File: config.mk
export PLATFORM = sky130hd
export DESIGN_NAME = alu_ops_core
export DESIGN_NICKNAME = d
export VERILOG_FILES = /design/src/verilog/alu_ops_pkg.sv /design/src/verilog/alu_ops_core.sv /design/src/verilog/sub_borrow_unit.sv
export VERILOG_INCLUDE_DIRS = /design/src /design/src/verilog
export SDC_FILE = /design/constraint.sdc
export NUM_CORES = 1
export LEC_CHECK = 0
export ABC_AREA = 1
export BUFFER_PORTS_ARGS = -buffer_cell sky130_fd_sc_hd__buf_2
export CAP_MARGIN = 10
export CORE_MARGIN = 2
export CORE_UTILIZATION = 57
export CTS_CLUSTER_SIZE = 14
export DETAILED_ROUTE_END_ITERATION = 10
export GPL_TIMING_DRIVEN = 0
export PLACE_DENSITY = 0.85
export SLEW_MARGIN = 20
export SYNTH_ARGS = -nofsm -noshare
export SYNTH_HDL_FRONTEND = slang
export SYNTH_SLANG_ARGS = --single-unit
File: constraint.sdc
create_clock -name clk_in -period 5.6 [get_ports clk_in]
set_input_delay 1.68 -clock clk_in [delete_from_list [all_inputs] [get_ports clk_in]]
set_output_delay 1.68 -clock clk_in [all_outputs]
set_load 0.02 [all_outputs]
File: src/verilog/alu_ops_regs.svh
// Constants for the subtract, swap, xor and direction-load datapath
`ifndef ALU_OPS_REGS_SVH
`define ALU_OPS_REGS_SVH

// ****************************************************************
// Register offsets (plain register port, word per offset)
// ****************************************************************
`define REG_W_OFFSET        8'h00
`define REG_STATUS_OFFSET   8'h01
`define REG_DIR_A_OFFSET    8'h02
`define REG_DIR_B_OFFSET    8'h03
`define REG_DIR_C_OFFSET    8'h04
`define REG_RESULT_OFFSET   8'h05

// ****************************************************************
// Status field positions
// ****************************************************************
`define STATUS_CARRY_BIT    0
`define STATUS_HALF_BIT     1
`define STATUS_ZERO_BIT     2

// ****************************************************************
// Reset values and operand codes
// ****************************************************************
`define W_RESET             8'h00
`define STATUS_RESET        3'h0
`define DIR_RESET           8'hff
`define DIR_SEL_A           7'h05
`define DIR_SEL_B           7'h06
`define DIR_SEL_C           7'h07
`define FILE_ADDR_MAX       7'h7f

`endif

File: src/verilog/alu_ops_pkg.sv
// Types shared by the datapath files
package alu_ops_pkg;

  // Operation selected by the instruction decoder
  typedef enum logic [2:0]
  {
    op_none_t_v,
    op_sub_w_from_file,
    op_sub_with_borrow,
    op_nibble_swap,
    op_load_direction,
    op_xor_literal,
    op_xor_w_file
  } alu_op_t;

endpackage

File: src/verilog/alu_ops_core.sv
// Execution datapath for subtract, swap, xor and direction-load operations
//
// Summary of operation
// - Subtract W from file, two's complement
// - d=0 writes W, d=1 writes file
// - Carry and half carry mean no borrow
// - Subtract W and borrow from file
// - Swap file nibbles, status untouched
// - Omitted destination defaults to file for borrow subtract and swap only
// - Load direction register 5,6,7 from W
// - XOR literal into W, zero only
// - XOR W with file, zero only
`timescale 1ns/1ns
`include "alu_ops_regs.svh"
module alu_ops_core
#(
  parameter int WIDTH = 8
)
(
  input  wire logic                 clk_in,
  input  wire logic                 rst_in,
  input  wire logic                 exec_in,
  input  wire alu_ops_pkg::alu_op_t op_in,
  input  wire logic [6:0]           file_addr_in,
  input  wire logic                 dest_in,
  input  wire logic                 dest_given_in,
  input  wire logic [WIDTH-1:0]     file_data_in,
  input  wire logic [WIDTH-1:0]     literal_in,
  input  wire logic [7:0]           reg_addr_in,
  input  wire logic [WIDTH-1:0]     reg_wdata_in,
  input  wire logic                 reg_wr_in,
  input  wire logic                 reg_rd_in,
  output logic      [WIDTH-1:0]     reg_rdata_out,
  output logic                      file_we_out,
  output logic      [6:0]           file_waddr_out,
  output logic      [WIDTH-1:0]     file_wdata_out,
  output logic      [WIDTH-1:0]     w_out,
  output logic      [2:0]           status_out,
  output logic      [WIDTH-1:0]     port_a_direction_out,
  output logic      [WIDTH-1:0]     port_b_direction_out,
  output logic      [WIDTH-1:0]     port_c_direction_out
);

  // ****************************************************************
  // State
  // ****************************************************************
  logic [WIDTH-1:0] w_ff;
  logic             carry_ff;
  logic             half_ff;
  logic             zero_ff;
  logic [WIDTH-1:0] dir_a_ff;
  logic [WIDTH-1:0] dir_b_ff;
  logic [WIDTH-1:0] dir_c_ff;
  logic [WIDTH-1:0] result_ff;
  logic [WIDTH-1:0] rdata_ff;
  logic             file_we_ff;
  logic [6:0]       file_waddr_ff;
  logic [WIDTH-1:0] file_wdata_ff;

  // ****************************************************************
  // Operation decode
  // ****************************************************************
  wire is_subtract_w_from_file  = exec_in && (op_in == alu_ops_pkg::op_sub_w_from_file);
  wire is_subb   = exec_in && (op_in == alu_ops_pkg::op_sub_with_borrow);
  wire is_swap   = exec_in && (op_in == alu_ops_pkg::op_nibble_swap);
  wire is_dir    = exec_in && (op_in == alu_ops_pkg::op_load_direction);
  wire is_xorl   = exec_in && (op_in == alu_ops_pkg::op_xor_literal);
  wire is_xorf   = exec_in && (op_in == alu_ops_pkg::op_xor_w_file);
  wire file_op   = is_subtract_w_from_file || is_subb || is_swap || is_xorf;
  wire addr_ok   = (file_addr_in <= `FILE_ADDR_MAX);

  // Omitted selector falls back to the file only where allowed
  wire dflt_ok   = is_subb || is_swap;
  wire dest_file = (dest_given_in || !dflt_ok) ? dest_in : 1'b1;

  // ****************************************************************
  // Arithmetic
  // ****************************************************************
  wire [WIDTH-1:0] sub_diff;
  wire             sub_carry;
  wire             sub_half;

  // Plain subtract forces carry in high; borrow form uses stored carry
  wire sub_cin = is_subb ? carry_ff : 1'b1;

  sub_borrow_unit #(.WIDTH(WIDTH)) u_sub
  (
    .minuend_in     (file_data_in),
    .subtrahend_in  (w_ff),
    .carry_in       (sub_cin),
    .diff_out       (sub_diff),
    .carry_out      (sub_carry),
    .half_carry_out (sub_half)
  );

  wire [WIDTH-1:0] swap_val = {file_data_in[3:0], file_data_in[7:4]};
  wire [WIDTH-1:0] xorl_val = w_ff ^ literal_in;
  wire [WIDTH-1:0] xorf_val = w_ff ^ file_data_in;

  // Result mux
  wire [WIDTH-1:0] alu_val  = (is_subtract_w_from_file || is_subb) ? sub_diff :
                              is_swap ? swap_val :
                              is_xorl ? xorl_val :
                              is_xorf ? xorf_val : w_ff;
  wire res_zero = (alu_val == {WIDTH{1'b0}});

  // Destination steering
  wire to_file  = file_op && addr_ok && dest_file;
  wire to_w     = is_xorl || (file_op && addr_ok && !dest_file);
  wire upd_cdc  = (is_subtract_w_from_file || is_subb) && addr_ok;
  wire upd_z    = upd_cdc || is_xorl || (is_xorf && addr_ok);

  // ****************************************************************
  // Register port decode
  // ****************************************************************
  wire wr_w     = reg_wr_in && (reg_addr_in == `REG_W_OFFSET);
  wire wr_stat  = reg_wr_in && (reg_addr_in == `REG_STATUS_OFFSET);
  wire wr_dir_a = reg_wr_in && (reg_addr_in == `REG_DIR_A_OFFSET);
  wire wr_dir_b = reg_wr_in && (reg_addr_in == `REG_DIR_B_OFFSET);
  wire wr_dir_c = reg_wr_in && (reg_addr_in == `REG_DIR_C_OFFSET);

  // Direction load selection, other operands ignored
  wire ld_a     = is_dir && (file_addr_in == `DIR_SEL_A);
  wire ld_b     = is_dir && (file_addr_in == `DIR_SEL_B);
  wire ld_c     = is_dir && (file_addr_in == `DIR_SEL_C);

  wire [2:0] status_now = {zero_ff, half_ff, carry_ff};

  // Read mux; unmapped addresses answer zero
  logic [WIDTH-1:0] nxt_rdata;
  always_comb
  begin
    if (reg_addr_in == `REG_W_OFFSET)
      nxt_rdata = w_ff;
    else if (reg_addr_in == `REG_STATUS_OFFSET)
      nxt_rdata = {{(WIDTH-3){1'b0}}, status_now};
    else if (reg_addr_in == `REG_DIR_A_OFFSET)
      nxt_rdata = dir_a_ff;
    else if (reg_addr_in == `REG_DIR_B_OFFSET)
      nxt_rdata = dir_b_ff;
    else if (reg_addr_in == `REG_DIR_C_OFFSET)
      nxt_rdata = dir_c_ff;
    else if (reg_addr_in == `REG_RESULT_OFFSET)
      nxt_rdata = result_ff;
    else
      nxt_rdata = {WIDTH{1'b0}};
  end

  // ****************************************************************
  // W and status
  // ****************************************************************
  // Instruction execution wins over a software write in the same cycle
  always_ff @(posedge clk_in)
  begin
    if (rst_in)
    begin
      w_ff     <= `W_RESET;
      carry_ff <= 1'b0;
      half_ff  <= 1'b0;
      zero_ff  <= 1'b0;
    end
    else
    begin
      if (to_w)
        w_ff <= alu_val;
      else if (wr_w)
        w_ff <= reg_wdata_in;
      if (upd_cdc)
      begin
        carry_ff <= sub_carry;
        half_ff  <= sub_half;
      end
      else if (wr_stat)
      begin
        carry_ff <= reg_wdata_in[`STATUS_CARRY_BIT];
        half_ff  <= reg_wdata_in[`STATUS_HALF_BIT];
      end
      if (upd_z)
        zero_ff <= res_zero;
      else if (wr_stat)
        zero_ff <= reg_wdata_in[`STATUS_ZERO_BIT];
    end
  end

  // ****************************************************************
  // Port direction registers
  // ****************************************************************
  // Reset to all inputs so pins float safe until software acts
  always_ff @(posedge clk_in)
  begin
    if (rst_in)
    begin
      dir_a_ff <= `DIR_RESET;
      dir_b_ff <= `DIR_RESET;
      dir_c_ff <= `DIR_RESET;
    end
    else
    begin
      if (ld_a)
        dir_a_ff <= w_ff;
      else if (wr_dir_a)
        dir_a_ff <= reg_wdata_in;
      if (ld_b)
        dir_b_ff <= w_ff;
      else if (wr_dir_b)
        dir_b_ff <= reg_wdata_in;
      if (ld_c)
        dir_c_ff <= w_ff;
      else if (wr_dir_c)
        dir_c_ff <= reg_wdata_in;
    end
  end

  // ****************************************************************
  // File write-back and read port
  // ****************************************************************
  // Write-back is registered; memory sees it one cycle after exec
  always_ff @(posedge clk_in)
  begin
    if (rst_in)
    begin
      file_we_ff    <= 1'b0;
      file_waddr_ff <= 7'h00;
      file_wdata_ff <= {WIDTH{1'b0}};
      result_ff     <= {WIDTH{1'b0}};
      rdata_ff      <= {WIDTH{1'b0}};
    end
    else
    begin
      file_we_ff    <= to_file;
      file_waddr_ff <= file_addr_in;
      file_wdata_ff <= alu_val;
      if (to_file || to_w)
        result_ff <= alu_val;
      rdata_ff      <= reg_rd_in ? nxt_rdata : {WIDTH{1'b0}};
    end
  end

  // ****************************************************************
  // Outputs
  // ****************************************************************
  assign reg_rdata_out        = rdata_ff;
  assign file_we_out          = file_we_ff;
  assign file_waddr_out       = file_waddr_ff;
  assign file_wdata_out       = file_wdata_ff;
  assign w_out                = w_ff;
  assign status_out           = status_now;
  assign port_a_direction_out = dir_a_ff;
  assign port_b_direction_out = dir_b_ff;
  assign port_c_direction_out = dir_c_ff;

endmodule

File: src/verilog/sub_borrow_unit.sv
// Eight-bit subtractor giving difference, carry and half carry
`timescale 1ns/1ns
module sub_borrow_unit
#(
  parameter int WIDTH = 8
)
(
  input  wire logic [WIDTH-1:0] minuend_in,
  input  wire logic [WIDTH-1:0] subtrahend_in,
  input  wire logic             carry_in,
  output logic      [WIDTH-1:0] diff_out,
  output logic                  carry_out,
  output logic                  half_carry_out
);

  // Two's complement: a + ~b + carry; carry high means no borrow
  logic [WIDTH:0] full_sum;
  logic [4:0]     low_sum;

  assign full_sum       = {1'b0, minuend_in} + {1'b0, ~subtrahend_in} + {{WIDTH{1'b0}}, carry_in};
  assign low_sum        = {1'b0, minuend_in[3:0]} + {1'b0, ~subtrahend_in[3:0]}
                          + {4'h0, carry_in};
  assign diff_out       = full_sum[WIDTH-1:0];
  assign carry_out      = full_sum[WIDTH];
  assign half_carry_out = low_sum[4];

endmodule

==> impl_metrics.ini, run 1 <==
[route]
dr.pass1.iters = 6
wl_um = 14000
vias = 4684
ant_nets = 0
drc = 0
avgRoutedWirePerCell_um = 16.7
drt_first_iter_violations = 577
via_per_inst = 5.58

[global_route]
met3_usage_pct = 11.6
grt_pass1_vias = 4284
grt_max_degree = 13
antenna_found_initial = 0
grt.met1_usage_pct = 49.6
global_route.usage.met2_pct = 55.8
busiest_layer = met2
grt_pass1_wl_um = 21500
gr-total-overflow = 0
grt_usage_pct = 36.1

[placement]
place_congestion = 0.993
hpwl_um = 10900
place.port_buffers = 106
dp.cells = 824

[sta]
rsz0062_at_grt = no
maxSlewViolCount = 0
finalSetupTns_ns = 0
final-setup-viol-count = 0
min_period_ns = 4.08
fin_crit_sh_pct = 72.9
hold_viol_final = 0
maxSlewHeadroom_pct = 37.1
tightest_slew_ns = 0.937
fmax_ghz = 0.245
skew_ns = 0.00860

[worst_setup_path]
critPathRequiredTime_ns = 5.82
cp_common_cell = nand2_1
path_max_fanout = 6
crit_chain = buf_2 -> inv_2 -> nor2_2 -> nand2_1 -> fa_1 -> fa_1 -> nand3_1 -> nand2_1 -> inv_1 -> nor2_1 -> o21ai_0 -> nand2_1 -> nand2_1 -> nand2_2 -> nand4_1 -> a21oi_1
critPathCaptureType = register
startpoint = op_in[1]
crit_path_top_delay_cell = fa_1
timing.rr.start = w_out[0]
cp-start-kind = input pin
slowest_delay_ns = 0.48
critPathKind = in2reg
crit_arrival_ns = 4.31

[power_and_ir_drop]
powerDensity_nw_per_um2 = 234
ir_drop_v = 0.000215
p_leak_nw = 2.69

[layout]
area_growth_pct = 21.1
fin_nets = 798
layout-drive-gt1-share_pct = 23.9
instances_no_fill = 840
antenna_cells = 0

[synth]
synth-main-ff-cell = dfxtp_1
ys_types = 48
synthTopCellsByArea = dfxtp_1 (33%), nand2_1 (15%), inv_1 (8.3%)
syn_area_um2 = 4090
seq_area_frac_synth_pct = 32.8
yosys.area.top_type = dfxtp_1
synth_seq_cells = 67
synth_cells = 622
synthArstFlopShare_pct = 0
ys_warn_count = 0
mappedNetlistNets = 681
synth_edf_count = 0
netlist.area_leader.share_pct = 32.8
synth_area_per_cell_um2 = 6.58

[clock_network]
ctsLongestPathBuffers = 2
cts_sinks = 67
clk_latency_ns = 0.36
cts_hold_buf = 0
cts_setup_buffers = 0
cts_root_buf = clkbuf_8
cts_resized = 0
h-tree-depth = 3
cts_tree = yes
clk_pin_slew_worst_paths_ns = 0.08
cts_buffers = 9

[floorplan]
die_y_um = 88.7
core_area_um2 = 6870
die_area_um2 = 7870
top_level_ports = 108
initial_core_util_pct = 59.6
rows = 30
die_w_um = 88.7

[run]
cap_violations = 0

[hold_path]
min_path_type = reg2reg
hold_path.startpoint = port_b_direction_out[4]

[status]
status = finished, final reports clean
==> placed cells by master, fill, tap and decap left out, types with 2 or more instances in the layout <==
master and count:
inv_1 91, nand2_1 167, nor2_1 53, buf_6 3
clkbuf_1 5, o21ai_0 45, o31ai_1 2, clkbuf_8 11
nand2_4 3, or2_2 3, nor3_1 8, o211ai_1 18
ha_1 8, buf_2 109, nand2_2 10, a21oi_1 29
o2111ai_1 5, fa_1 2, o22ai_1 4, inv_2 9
a22o_1 2, nand3_1 36, o21ai_1 6, a21oi_2 2
buf_4 5, nand4_1 6, nor2_4 4, nand3_2 4
dfxtp_1 67, a211oi_1 2, nor2_2 2
==> critical path, delay by kind of cell <==
family	cells	cell delay [ns]
adders and majority gates	2	0.95
buffers and inverters	3	0.35
and+or+nand+nor	9	1.03
AOI/OAI and AO/OA	2	0.30
==> routing by layer <==
layer / wire length (um) / up-vias
li1: - / 2240
met1: 5900 / 2100
met2: 6160 / 301
met3: 1630 / 43
met4: 318 / 0
met5: 0 / -
==> Yosys cell counts (all sizes together), types with 2 or more instances <==
cell type,number
o21ai,52
o211ai,18
nand3,40
clkbuf,5
a21boi,2
o2111ai,5
fa,2
a22o,2
o31ai,2
buf,12
a211oi,3
nand4,8
dfxtp,67
a21oi,32
nand2,180
nor3,8
o22ai,4
ha,8
or2,4
nor2,59
inv,101
==> flip-flops by register name, indices dropped and copies added, names as in the netlist, 7 cells and up <==
register and flops:
port_a_direction_out 8, result_ff 8, w_out 8, file_waddr_out 7
port_c_direction_out 8, port_b_direction_out 8, file_wdata_out 8, reg_rdata_out 8
==> final timing paths <==
kind / end / cells past startpoint / slack [ns]
setup / recovery: zero_ff / 16 / 1.52
hold / removal: port_b_direction_out[4] / 2 / 0.50
setup reg to reg: zero_ff / 13 / 2.54
hold reg to reg: port_b_direction_out[4] / 2 / 0.50
==> report_power, final <==
part,internal (W),switching (W)
logic,0.0000747,0.000152
registers,0.000494,0.0000123
clock network,0.000231,0.000195
==> kinds of logic (layout without fill, tap and decap cells) <==
| kind of cell | count (synthesis) | in the layout | share of synthesized area, % |
|---|---|---|---|
| buf+inv | 119 | 241 | 12.1 |
| fa+ha+maj | 10 | 10 | 3.43 |
| xor+xnor | 2 | 2 | 0.428 |
| simple gates | 302 | 302 | 33.2 |
| flops | 67 | 67 | 32.8 |
| compound gates | 122 | 122 | 18.1 |
==> per-stage QoR <==
stage | total power [W] | cell area (um^2) | util, % | worst slack, ns | hold WS, ns
after floorplan | 0.000655 | 4090 | - | 1.88 | 0.464
after global placement | 0.000732 | 4740 | 69.0 | 1.28 | 0.482
after detailed placement | 0.000737 | 4740 | 69.0 | 1.24 | 0.489
after CTS | 0.00115 | 4950 | 72.1 | 1.60 | 0.503
after global routing | 0.00120 | 4950 | 72.1 | 1.30 | 0.519
final | 0.00116 | 4950 | 72.1 | 1.52 | 0.503
==> layout make-up <==
type / instances / area (um^2)
tap: 96 / 120
clock buffer: 11 / 151
sequential: 67 / 1340
fill: 615 / 1920
multi-input combinational: 436 / 2260
clock inverter: 5 / 60.1
timing repair buffer: 106 / 531
inverter: 102 / 385
buffer: 17 / 109
No activity file was read; power rests on OpenSTA's default activity.
==> run 2: changes to the inputs <==
--- a/config.mk
+++ b/config.mk
@@ -10,11 +10,11 @@
 export BUFFER_PORTS_ARGS = -buffer_cell sky130_fd_sc_hd__buf_2
 export CAP_MARGIN = 10
 export CORE_MARGIN = 2
-export CORE_UTILIZATION = 57
+export CORE_UTILIZATION = 48
 export CTS_CLUSTER_SIZE = 14
 export DETAILED_ROUTE_END_ITERATION = 10
 export GPL_TIMING_DRIVEN = 0
-export PLACE_DENSITY = 0.85
+export PLACE_DENSITY = 0.77
 export SLEW_MARGIN = 20
 export SYNTH_ARGS = -nofsm -noshare
 export SYNTH_HDL_FRONTEND = slang
==> constraint.sdc (replaced) <==
create_clock -name clk_in -period 3.7 [get_ports clk_in]
set_input_delay 1.11 -clock clk_in [delete_from_list [all_inputs] [get_ports clk_in]]
set_output_delay 1.11 -clock clk_in [all_outputs]
set_load 0.02 [all_outputs]
==> run 2 against run 1 <==
Critical endpoint unchanged; sequential cell count unchanged; non-clock buffer count unchanged; largest power group unchanged; clock-buffer cell count unchanged; sequential share of layout area decreased by 0.14 points; critical path depth unchanged; hold slack got worse by 0.0067 ns.
==> impl_metrics.ini, run 2 (synthesis results as in run 1) <==
[placement]
hpwl_um = 10700
place_congestion = 0.970
place.port_buffers = 106
placed_cell_area_um2 = 4750
dp_slack_ns = -0.0234

[worst_setup_path]
path_max_fanout = 6
slowest_delay_ns = 0.45
r2r_setup_slack_ns = 0.82
critPathKind = in2reg
cp_common_cell = nand2_1
timing.rr.start = w_out[0]
crit_chain = buf_2 -> inv_2 -> nor2_2 -> nand2_1 -> fa_1 -> fa_1 -> nand3_1 -> nand2_1 -> inv_1 -> nor2_1 -> o21ai_0 -> nand2_1 -> nand2_1 -> nand2_2 -> nand4_1 -> a21oi_1
worst_r2r_path_depth = 13
crit_path_top_delay_cell = fa_1
reg2reg_to = zero_ff
critPathCaptureType = register
cp-start-kind = input pin
critPathRequiredTime_ns = 3.93
crit_arrival_ns = 3.63

[status]
status = finished, final reports clean

[sta]
finalSetupTns_ns = 0
rsz0062_at_grt = no
hold_viol_final = 0
tightest_slew_ns = 0.913
min_period_ns = 3.39
maxSlewHeadroom_pct = 38.5
whs_ns = 0.496
final-setup-viol-count = 0
final.setup.worst_slack_ns = 0.305
maxSlewViolCount = 0
fin_crit_sh_pct = 91.8
skew_ns = 0.0116
fmax_ghz = 0.295

[hold_path]
hold_path_depth = 2
min_path_type = reg2reg
hold_end = port_b_direction_out[4]
hold_path.startpoint = port_b_direction_out[4]

[floorplan]
die_y_um = 96.3
rows = 33
die_area_um2 = 9280
core_area_um2 = 8260
top_level_ports = 108
die_w_um = 96.3
initial_core_util_pct = 49.5

[route]
dr.pass1.iters = 6
wl_um = 13600
ant_nets = 0
via_per_inst = 5.45
drt_first_iter_violations = 377
drc = 0
avgRoutedWirePerCell_um = 16.0
vias = 4628

[layout]
fin_area_um2 = 4980
layout-drive-gt1-share_pct = 23.8
layout.cells.most_common = nand2_1
most-common-layout-cells = nand2_1 (167), buf_2 (109), inv_1 (91)
fin_util_pct = 60.3
area_growth_pct = 21.7
fin_nets = 798
antenna_cells = 0

[clock_network]
cts_setup_buffers = 0
ctsLongestPathBuffers = 2
cts_root_buf = clkbuf_8
cts_tree = yes
h-tree-depth = 3
cts_hold_buf = 0
cts_buffers = 9
cts_resized = 0
clk_latency_ns = 0.36
clk_pin_slew_worst_paths_ns = 0.08
cts_sinks = 67

[power_and_ir_drop]
p_leak_nw = 2.69
powerDensity_nw_per_um2 = 362
ir_drop_v = 0.000210

[global_route]
grt_pass1_vias = 4011
gr-total-overflow = 0
grt_pass1_wl_um = 20800
grt_usage_pct = 30.2
global_route.usage.met2_pct = 45.6
met3_usage_pct = 6.66
grt_max_degree = 13
antenna_found_initial = 0
busiest_layer = met2
grt.met1_usage_pct = 42.5

[run]
cap_violations = 0
run 2: cell count changes in the layout (fill, tap and decap cells not counted):
cell,previous run,this run
bufinv_16,1,2
clkinv_2,1,0
clkbuf_1,5,6
clkbuf_8,11,10
run 2: report_power, final:
part	internal [W]	switching, W	leakage, nW
Combinational	0.000113	0.000224	2.04
Clock	0.000401	0.000299	0.110
Sequential	0.000748	0.0000187	0.546
run 2: cell type report:
type	count	area [um^2]
Multi-Input combinational cell	436	2260
Clock inverter	5	85.1
Clock buffer	11	141
Inverter	102	385
Fill cell	811	3280
Timing Repair Buffer	106	531
Buffer	17	109
Tap cell	105	131
Sequential cell	67	1340
run 2: worst max-delay path, delay by kind of cell:
kind | cells | cell delay, ns
AO/OA/AOI/OAI | 2 | 0.27
adder cells (fa/ha/maj) | 2 | 0.88
buffers and inverters | 3 | 0.36
AND/OR/NAND/NOR | 9 | 1.01
run 2: worst max path at each step:
stage                     to  startpoint  depth (start not counted)  slack (ns)
floorplan            zero_ff     exec_in                         17        0.55
global placement     zero_ff    op_in[1]                         16       -0.03
detailed placement   zero_ff    op_in[1]                         16       -0.02
CTS                  zero_ff    op_in[1]                         16        0.36
global route        carry_ff    op_in[1]                         14        0.10
finish               zero_ff    op_in[1]                         16        0.31
run 2: layer usage:
layer,wire [um],up-vias,part of all wire [%]
met5,0,-,0
met1,5940,2097,44
li1,-,2241,-
met4,338,0,2.5
met3,1390,33,10
met2,5930,257,44
run 2: per-stage QoR:
step	instances	total power, W
floorplan	622	0.000991
global placement	833	0.00111
CTS	849	0.00180
detailed placement	833	0.00111
finish	849	0.00180
global route	849	0.00188
==> run 3: changes to the inputs <==
--- a/config.mk
+++ b/config.mk
@@ -13,9 +13,9 @@
 export CORE_UTILIZATION = 48
 export CTS_CLUSTER_SIZE = 14
 export DETAILED_ROUTE_END_ITERATION = 10
-export GPL_TIMING_DRIVEN = 0
 export PLACE_DENSITY = 0.77
 export SLEW_MARGIN = 20
 export SYNTH_ARGS = -nofsm -noshare
 export SYNTH_HDL_FRONTEND = slang
+export SYNTH_HIERARCHICAL = 1
 export SYNTH_SLANG_ARGS = --single-unit
==> run 3 against run 2 <==
Critical path depth up 3; via count is 1.4% lower; clock skew fell by 0.0028 ns; critical path type unchanged; largest cell class unchanged.
==> impl_metrics.ini, run 3 <==
[synth]
seq_area_frac_synth_pct = 33.3
synthTopCellsByCount = nand2_1 (211), inv_1 (92), dfxtp_1 (67)
yosys.area.top_type = dfxtp_1
syn_area_um2 = 4030
netlist.area_leader.share_pct = 33.3
synth_edf_count = 0
synth_seq_cells = 67
synthTopCellsByArea = dfxtp_1 (33%), nand2_1 (20%), inv_1 (8.6%)
synth_area_per_cell_um2 = 6.33
synth-main-ff-cell = dfxtp_1
synth_cells = 637
ys_types = 39
synthArstFlopShare_pct = 0
mappedNetlistNets = 695
ys_warn_count = 6
synth_most_common_cell = nand2_1

[layout]
fill_cells = 807
fin_util_pct = 59.9
most-common-layout-cells = nand2_1 (211), buf_2 (107), inv_1 (92)
antenna_cells = 0
layout-drive-gt1-share_pct = 21.3
layout.cells.most_common = nand2_1
multiInputGateArea_um2 = 2230
instances_no_fill = 857
fin_nets = 805
seq_area_um2 = 1340
area_growth_pct = 21.4

[clock_network]
h-tree-depth = 3
clk_latency_ns = 0.36
clk_pin_slew_worst_paths_ns = 0.08
cts_root_buf = clkbuf_8
cts_resized = 0
cts_tree = yes
cts_buffers = 9
cts_hold_buf = 0
ctsLongestPathBuffers = 2
cts_setup_buffers = 0
cts_sinks = 67

[sta]
maxSlewViolCount = 0
fmax_ghz = 0.320
hold_viol_final = 0
fin_crit_sh_pct = 84.5
skew_ns = 0.00878
maxSlewHeadroom_pct = 57.7
tightest_slew_ns = 0.631
finalSetupTns_ns = 0
min_period_ns = 3.13
final-setup-viol-count = 0
rsz0062_at_grt = no

[status]
status = finished, final reports clean

[worst_setup_path]
cp-start-kind = input pin
critPathRequiredTime_ns = 3.99
critPathKind = in2reg
critPathCaptureType = register
crit_arrival_ns = 3.42
r2r_setup_slack_ns = 1.12
startpoint = exec_in
path_max_fanout = 4
timing.rr.start = carry_ff

[route]
ant_nets = 0
drc = 0
avgRoutedWirePerCell_um = 15.1
vias = 4561
drt_first_iter_violations = 445
dr.pass1.iters = 5
via_per_inst = 5.32
wl_um = 12900

[power_and_ir_drop]
p_comb_share_pct = 18.1
p_int_w = 0.00124
ir_drop_v = 0.000179
powerDensity_nw_per_um2 = 363
clockPowerShare_pct = 38.4
switching_share_pct = 30.4
p_leak_nw = 2.59
seqPwrFrac_pct = 43.5
p_sw_w = 0.000540

[floorplan]
top_level_ports = 108
initial_core_util_pct = 49.3
core_area_um2 = 8180
die_y_um = 95.7
die_area_um2 = 9150
die_w_um = 95.7
rows = 33

[global_route]
gr-total-overflow = 0
grt_max_degree = 24
grt_pass1_wl_um = 20200
antenna_found_initial = 0
grt_pass1_vias = 4166
grt_usage_pct = 29.0

[placement]
dp.cells = 841
place_congestion = 0.983
place.port_buffers = 107
hpwl_um = 10300

[run]
cap_violations = 0

[hold_path]
hold_path.startpoint = port_a_direction_out[5]
min_path_type = reg2reg
==> run 3: changes by cell type after synthesis, moves of 4 or more <==
| cell | delta |
|---|---|
| inv_2 | -6 |
| o2111ai_1 | -4 |
| nand4_1 | -4 |
| clkbuf_1 | +4 |
| o21ai_1 | +7 |
| nand2_1 | +44 |
| a21oi_1 | -7 |
| o211ai_1 | +10 |
| o21ai_0 | -11 |
==> run 3: final timing paths <==
kind	endpoint	cells after the start
worst max-delay path	zero_ff	19
worst min-delay path	port_a_direction_out[5]	2
worst max register to register	zero_ff	15
worst min register to register	port_a_direction_out[5]	2
==> run 3: final cells by class <==
cell class	instances	share of cell area, %
clock buffer	9	2.53
clock inverter	7	1.87
inverter	98	7.56
multi-input combinational	454	45.5
sequential	67	27.4
tap	105	2.68
timing repair buffer	117	12.5
==> run 3: metrics by stage <==
stage          area (um^2)  power [W]  setup slack [ns]  hold WS, ns
3_5_place_dp          4680    0.00110             0.215        0.492
4_1_cts               4900    0.00177             0.586        0.503
3_3_place_gp          4680    0.00110             0.288        0.481
6_report              4900    0.00178             0.574        0.504
5_1_grt               4900    0.00184             0.330        0.528
2_1_floorplan         4030   0.000992             0.552        0.465
==> run 3: cells by family after synthesis <==
kind of cell	after synthesis	synth area share, %
AOI/OAI and AO/OA	114	16.9
xor gates and xnor gates	5	1.09
adders and majority gates	9	3.16
buffers and inverters	116	11.5
DFF	67	33.3
and+or+nand+nor	326	34.0
==> run 3: power by group through the flow <==
stage | combinational [W] | clock, W | sequential, W
after floorplan | 0.000192 | 0 | 0.000800
after global placement | 0.000311 | 0 | 0.000788
after detailed placement | 0.000316 | 0 | 0.000788
after CTS | 0.000318 | 0.000682 | 0.000771
after global routing | 0.000359 | 0.000711 | 0.000774
final | 0.000322 | 0.000682 | 0.000772
==> run 3: worst max-delay path, stage by stage <==
cell	delay, ns
buf_2	0.12
inv_2	0.06
nor2_4	0.04
inv_1	0.05
nor2_1	0.04
nand2_1	0.06
inv_1	0.05
fa_1	0.40
fa_1	0.41
inv_1	0.09
nand2_1	0.08
nand4_1	0.08
nand2_1	0.05
or2_2	0.28
nand2_1	0.14
nand2_1	0.06
nor2_1	0.09
nand3_1	0.08
a21oi_1	0.12
==> run 3: metal layers <==
layer | GRT usage [%] | share of wire (%) | routed length [um] | vias up
li1 | - | - | - | 2239
met5 | 0 | 0 | 0 | -
met4 | 11.2 | 2.9 | 369 | 0
met1 | 36.8 | 41 | 5340 | 2055
met3 | 5.61 | 7.7 | 995 | 34
met2 | 48.3 | 48 | 6220 | 233
